<file path="src/lscomb_pkg.sv">
// Package with constants and types for the loss-of-signal status combiner.
package lscomb_pkg;
   localparam int LSCOMB_NUM_CHAN = 2;
   localparam int LSCOMB_NUM_LS_LANES = 4;
   localparam int LSCOMB_SYNC_DEPTH = 3;
   localparam int LSCOMB_NUM_TERMS = 6;
   localparam int LSCOMB_TERM_RAW = 0;
   localparam int LSCOMB_TERM_SYNC = 1;
   localparam int LSCOMB_TERM_PLL = 2;
   localparam int LSCOMB_TERM_DEC = 3;
   localparam int LSCOMB_TERM_AGC = 4;
   localparam int LSCOMB_TERM_AZ = 5;
   localparam logic [LSCOMB_NUM_TERMS-1:0] LSCOMB_EN_RESET = 6'h00;
   typedef logic [LSCOMB_NUM_TERMS-1:0] lscomb_terms_t;
endpackage

</file>
<file path="src/lscomb_chan_if.sv">
// Interface carrying one channel's qualified loss terms to its combiner.
`timescale 1ns/1ps
interface lscomb_chan_if;
   import lscomb_pkg::*;
   lscomb_terms_t cond;
   lscomb_terms_t en;
   modport src (output cond, output en);
   modport dst (input cond, input en);
endinterface

</file>
<file path="src/lscomb_top.sv">
// Top of the two-channel loss-of-signal status combiner.
`timescale 1ns/1ps
// Behaviour
// - With its enable set, a channel's loss output is high while any serial input of it reports lost signal, and the enable is off after reset.
// - Each channel's combined loss output and its raw input-loss indication are also offered as readable status outputs for the management interface.
// - With its enable set, loss of channel synchronization is ORed into the loss output, enable cleared at reset.
// - With its enable set, low and high speed PLL loss of lock is ORed into the loss output, enable cleared at reset.
// - With its enable set, any 8b/10b invalid code or disparity error is ORed into the loss output, off at reset.
// - With its enable set, the inverted adaptive gain lock flag is ORed into the loss output, off at reset.
// - With its enable set, the inverted auto-zero done flag is ORed into the loss output, off at reset.
module lscomb_top
   import lscomb_pkg::*;
(
   input wire logic clock,
   input wire logic rst,
   input wire logic [LSCOMB_NUM_CHAN*LSCOMB_NUM_LS_LANES-1:0] ls_input_lost,
   input wire logic [LSCOMB_NUM_CHAN-1:0] hs_input_lost,
   input wire logic [LSCOMB_NUM_CHAN-1:0] chan_sync_lost,
   input wire logic [LSCOMB_NUM_CHAN-1:0] ls_pll_unlocked,
   input wire logic [LSCOMB_NUM_CHAN-1:0] hs_pll_unlocked,
   input wire logic [LSCOMB_NUM_CHAN-1:0] dec_invalid_code,
   input wire logic [LSCOMB_NUM_CHAN-1:0] dec_disparity_err,
   input wire logic [LSCOMB_NUM_CHAN-1:0] adaptive_gain_locked,
   input wire logic [LSCOMB_NUM_CHAN-1:0] autozero_cal_done,
   input wire logic [LSCOMB_NUM_CHAN*LSCOMB_NUM_TERMS-1:0] term_enable,
   output logic chan_a_loss_status_out,
   output logic chan_b_loss_status_out,
   output logic [LSCOMB_NUM_CHAN-1:0] loss_status_rd,
   output logic [LSCOMB_NUM_CHAN-1:0] raw_input_lost_rd
);
   // Analog detector flags come from outside the clock domain and are synchronised.
   localparam int NRAW = LSCOMB_NUM_CHAN*(LSCOMB_NUM_LS_LANES+1);
   localparam int NSYN = NRAW + 7*LSCOMB_NUM_CHAN;
   logic [NSYN-1:0] async_in;
   logic [NSYN-1:0] s1_q, s2_q, s3_q, s1_d, s2_d, s3_d;
   logic [NSYN-1:0] stable_q, stable_d;
   logic [LSCOMB_NUM_CHAN*LSCOMB_NUM_TERMS-1:0] en_q, en_d;
   logic [LSCOMB_NUM_CHAN-1:0] loss_int;
   logic [LSCOMB_NUM_CHAN-1:0] raw_d, raw_q;
   logic [LSCOMB_NUM_CHAN-1:0] rd_q;

   // A synchronised bit takes a new value only once the second and third stages agree.
   // This filters one-cycle glitches on the analog detectors at the cost of one more edge.
   assign async_in = {autozero_cal_done, adaptive_gain_locked, dec_disparity_err,
      dec_invalid_code, hs_pll_unlocked, ls_pll_unlocked, chan_sync_lost,
      hs_input_lost, ls_input_lost};

   always_comb
   begin
      s1_d = async_in;
      s2_d = s1_q;
      s3_d = s2_q;
      stable_d = stable_q;
      for (int i = 0; i < NSYN; i++)
      begin
         if (s2_q[i] == s3_q[i])
         begin
            stable_d[i] = s3_q[i];
         end
      end
      en_d = term_enable;
   end

   always_ff @(posedge clock or posedge rst)
   begin
      if (rst)
      begin
         s1_q <= '0;
         s2_q <= '0;
         s3_q <= '0;
         stable_q <= '0;
         en_q <= {LSCOMB_NUM_CHAN{LSCOMB_EN_RESET}};
      end
      else
      begin
         s1_q <= s1_d;
         s2_q <= s2_d;
         s3_q <= s3_d;
         stable_q <= stable_d;
         en_q <= en_d;
      end
   end

   genvar c;
   generate
      for (c = 0; c < LSCOMB_NUM_CHAN; c++)
      begin : g_chan
         lscomb_chan_if cif ();
         localparam int B = NRAW;
         localparam int N = LSCOMB_NUM_CHAN;
         always_comb
         begin
            raw_d[c] = (|stable_q[c*LSCOMB_NUM_LS_LANES +: LSCOMB_NUM_LS_LANES])
               | stable_q[LSCOMB_NUM_CHAN*LSCOMB_NUM_LS_LANES + c];
            cif.cond[LSCOMB_TERM_RAW] = raw_d[c];
            cif.cond[LSCOMB_TERM_SYNC] = stable_q[B + c];
            cif.cond[LSCOMB_TERM_PLL] = stable_q[B + N + c] | stable_q[B + 2*N + c];
            cif.cond[LSCOMB_TERM_DEC] = stable_q[B + 3*N + c] | stable_q[B + 4*N + c];
            cif.cond[LSCOMB_TERM_AGC] = ~stable_q[B + 5*N + c];
            cif.cond[LSCOMB_TERM_AZ] = ~stable_q[B + 6*N + c];
            cif.en = en_q[c*LSCOMB_NUM_TERMS +: LSCOMB_NUM_TERMS];
         end
         lscomb_chan u_chan (
            .clock(clock),
            .rst(rst),
            .chan(cif.dst),
            .loss_q(loss_int[c])
         );

      end
   endgenerate

   // Pins and readback are loaded from the same level, so they can never disagree.
   always_ff @(posedge clock or posedge rst)
   begin
      if (rst)
      begin
         chan_a_loss_status_out <= 1'b0;
         chan_b_loss_status_out <= 1'b0;
         rd_q <= '0;
         raw_q <= '0;
      end
      else
      begin
         chan_a_loss_status_out <= loss_int[0];
         chan_b_loss_status_out <= loss_int[1];
         rd_q <= loss_int;
         raw_q <= raw_d;
      end
   end

   assign loss_status_rd = rd_q;
   assign raw_input_lost_rd = raw_q;
endmodule

</file>
<file path="src/lscomb_chan.sv">
// One channel's loss combiner: gate each term by its enable and register the OR.
`timescale 1ns/1ps
module lscomb_chan
   import lscomb_pkg::*;
(
   input wire logic clock,
   input wire logic rst,
   lscomb_chan_if.dst chan,
   output logic loss_q
);
   logic loss_d;
   lscomb_terms_t gated;

   always_comb
   begin
      gated = chan.cond & chan.en;
      loss_d = |gated;
   end

   always_ff @(posedge clock or posedge rst)
   begin
      if (rst)
      begin
         loss_q <= 1'b0;
      end
      else
      begin
         loss_q <= loss_d;
      end
   end
endmodule

</file>
<file path="config.mk">
export PLATFORM = sky130hd
export DESIGN_NAME = lscomb_top
export DESIGN_NICKNAME = d
export VERILOG_FILES = /design/src/lscomb_pkg.sv /design/src/lscomb_chan_if.sv /design/src/lscomb_top.sv /design/src/lscomb_chan.sv
export SDC_FILE = /design/constraint.sdc
export NUM_CORES = 1
export LEC_CHECK = 0
export ABC_AREA = 0
export BUFFER_PORTS_ARGS = -buffer_cell sky130_fd_sc_hd__buf_2
export CAP_MARGIN = 15
export CELL_PAD_IN_SITES_DETAIL_PLACEMENT = 0
export CELL_PAD_IN_SITES_GLOBAL_PLACEMENT = 1
export CORE_UTILIZATION = 50
export CTS_BUF_LIST = sky130_fd_sc_hd__clkbuf_4 sky130_fd_sc_hd__clkbuf_8
export DETAILED_ROUTE_END_ITERATION = 16
export PLACE_DENSITY_LB_ADDON = 0.1
export SLEW_MARGIN = 20
export SYNTH_ARGS = -nofsm -noshare
export SYNTH_HDL_FRONTEND = slang
export SYNTH_SLANG_ARGS = --single-unit
</file>
<file path="constraint.sdc">
create_clock -name clock -period 4.7 [get_ports clock]
set_input_delay 0.47 -clock clock [delete_from_list [all_inputs] [get_ports clock]]
set_output_delay 0.47 -clock clock [all_outputs]
set_load 0.05 [all_outputs]
</file>
==> metrics.md <==
| Metric | Value |
|---|---|
| Largest net degree at the start of global routing | `59` |
| Share of layout cells above drive strength 1 | `33.3%` |
| Post-synth ARST share | `100%` |
| Largest delay contributor family on the critical path | `flip-flops` |
| CTS tree | `done` |
| Layout area overhead | `24.0%` |
| Count leader, synth | `dfrtp_1` |
| Area leader, netlist | `dfrtp_1` |
| Clock tree buffer depth | `2` |
| Yosys warns | `0` |
| Critical path class | `flip-flop to output pin` |
| Wire length per cell | `13.1 um` |
| Startpoint Class | `flip-flop` |
| Worst-path cell chain | `buf_2` |
| Number of flops mapped to enable cells by yosys | `0` |
| Hold_buf cts | `0` |
| Number of global-route vias before repair | `1,461` |
| Drt initial violations | `38` |
| Initial antenna violation count | `0` |
| Pins Over Slew Limit | `0` |
| Reg clk slew, reported paths | `70 ps` |
| FP Rows | `28` |
| Worst path slowest cell | `dfrtp_1` |
| Vias | `1,441` |
| Most used DFF post-synth | `dfrtp_1` |
| Fin crit period | `1470 ps` |
| Util after Layout | `66.1%` |
| # diodes | `0` |
| CTS root buffer | `clkbuf_8` |
| Residual DRC count | `0` |
| Worst skew pair latency | `410 ps` |
| Num CTS Buffers | `17` |
| Cell Area, Synth | `3230 sq um` |
| Post-CTS setup buffer count | `0` |
| Worst Path Buf+Inv | `1` |
| DRT Wirelength | `4.09 mm` |
| Mapped Avg Cell Area | `19.8 sq um` |
| H-tree depth | `4` |
| Nets | `262` |
| Required time worst endpoint | `4230 ps` |
| Unique masters post-synth | `10` |
| Outcome | `finished, final reports clean` |
| Starting Density | `53.3%` |
| Dpl hpwl | `2.61 mm` |
| Part of the cycle the worst path needs | `31.4%` |
| # IOs | `44` |
| Min-delay worst type | `input port to asynchronous set/reset pin` |
| Syn nets | `201` |
| Max VDD drop | `0.467 mV` |
| CTS resizes | `0` |
| # setup viols final | `0` |
| Initial DRT Pass Iterations | `4` |
| Worst Setup End Kind | `output pin` |
| Port-buffer cells | `43` |
| Slew headroom | `55.8%` |
| Maxcap violations | `0` |
| Tightest Pin Transition | `663 ps` |
| WP data arrival | `1000 ps` |
| Post-synth top area share | `88.3%` |
| Die width | `82.4 um` |
| First-pass GRT wire length | `6.76 mm` |
| Total track usage | `14.9%` |
| Sequential area share after synthesis | `88.3%` |
| CP peak stage delay | `340 ps` |
| Skew final | `7.27 ps` |
| Die area | `6790 sq um` |
| Dominant cells by area after synthesis | `dfrtp_1 (88%), maj3_1 (7.4%), nand2_1 (0.70%)` |
| Final hold vios | `0` |
| RSZ-0062 raised after global routing | `no` |
| Core ar. | `6060 sq um` |
| Vias/cell | `4.62` |
| Detail Route Antenna Nets | `0` |
| Cell count after synthesis | `163` |
| Gpl congestion | `0.690` |
| Die H | `82.4 um` |
| Total grt overflow | `0` |
| Power Dens Cells | `546 nW/um^2` |
| P_leak | `1.81 nW` |
| Worst Path Max Fanout | `2` |
| Top cells by count, synth | `dfrtp_1 (114), maj3_1 (24), nand2_1 (6)` |
| Total negative setup slack | `0 ps` |
| Max Clock Freq | `679 MHz` |
| Clk sinks | `114` |
| Fillcell total | `420` |
| Synth Register Bits | `114` |
## placed cells by master, fill, tap and decap left out
| cell | synthesis | layout |
|---|---|---|
| dfrtp_1 | 114 | 114 |
| buf_2 | 0 | 43 |
| maj3_1 | 24 | 24 |
| clkbuf_8 | 0 | 19 |
| nand2_1 | 6 | 6 |
| bufinv_16 | 0 | 5 |
| inv_1 | 5 | 4 |
| o21ai_0 | 4 | 4 |
| clkinvlp_4 | 0 | 4 |
| nor2_1 | 2 | 2 |
| nor3_2 | 2 | 2 |
| o221ai_1 | 2 | 2 |
| a211o_1 | 2 | 2 |
| inv_6 | 0 | 2 |
| inv_4 | 0 | 1 |
| clkbuf_4 | 0 | 1 |
| clkinv_2 | 0 | 1 |
| buf_4 | 2 | 1 |
## logic make-up (layout without fill, tap and decap cells)
logic type | after synthesis | in the layout | share of synthesized area (%)
flip-flops | 114 | 114 | 88.3
AND/OR/NAND/NOR | 10 | 10 | 1.55
adder cells (fa/ha/maj) | 24 | 24 | 7.43
AO/OA/AOI/OAI | 8 | 8 | 1.70
buffers and inverters | 7 | 81 | 1.05
## state kept, by name, summed over array words and instances, names as in the netlist
signal and cells:
en_q 12, s3_q 24, s1_q 24, loss_status_rd 1
g_chan.u_chan.loss_q 2, raw_input_lost_rd 2, s2_q 24, stable_q 24
chan_b_loss_status_out 1
## power breakdown
part | switching (W) | total, W | leakage, nW | internal, W
logic | 0.0000422 | 0.0000736 | 0.272 | 0.0000314
registers | 0.0000274 | 0.00107 | 1.31 | 0.00104
clock network | 0.000379 | 0.00105 | 0.225 | 0.000668
## routing by layer
| metal | part of all wire [%] | GRT usage [%] |
|---|---|---|
| met3 | 5.9 | 8.24 |
| met1 | 46 | 19.5 |
| met4 | 1.0 | 8.42 |
| met5 | 0 | 0 |
| met2 | 47 | 19.8 |
## stage by stage
step	setup WS [ps]	hold WS [ps]	instance area, sq um	power [W]	cells
6_report	3230	158	4010	0.00219	312
5_1_grt	3150	125	4010	0.00228	312
4_1_cts	3190	136	4010	0.00222	312
3_5_place_dp	2890	335	3540	0.00116	280
3_3_place_gp	3000	332	3540	0.00116	280
2_1_floorplan	1210	331	3230	0.00113	163
## cell type report
type,instances,area (sq um),share of cell area [%]
multi-input combinational,42,345,8.62
sequential,114,2850,71.2
tap,75,93.8,2.34
clock inverter,12,203,5.06
inverter,5,21.3,0.531
timing repair buffer,44,223,5.56
clock buffer,20,269,6.71
## worst paths after layout
path / depth (start not counted) / from / end / slack (ps)
max in group asynchronous: 3 / rst / s1_q[12] / 3410
hold reg to reg: 0 / g_chan[0].u_chan.loss_q / loss_status_rd[0] / 340
setup reg to reg: 3 / stable_q[1] / g_chan[0].u_chan.loss_q / 3600
setup / recovery: 1 / chan_b_loss_status_out / loss_status_rd[1] / 3230
hold / removal: 2 / rst / s1_q[11] / 160
min in group clock: 1 / hs_input_lost[0] / s1_q[8] / 160
## worst reg2reg max path: stages, from the launching register on
cell and delay, ps:
dfrtp_1 400, nor3_2 190, nand2_1 100, a211o_1 300
(Power assumes the default switching activity.)
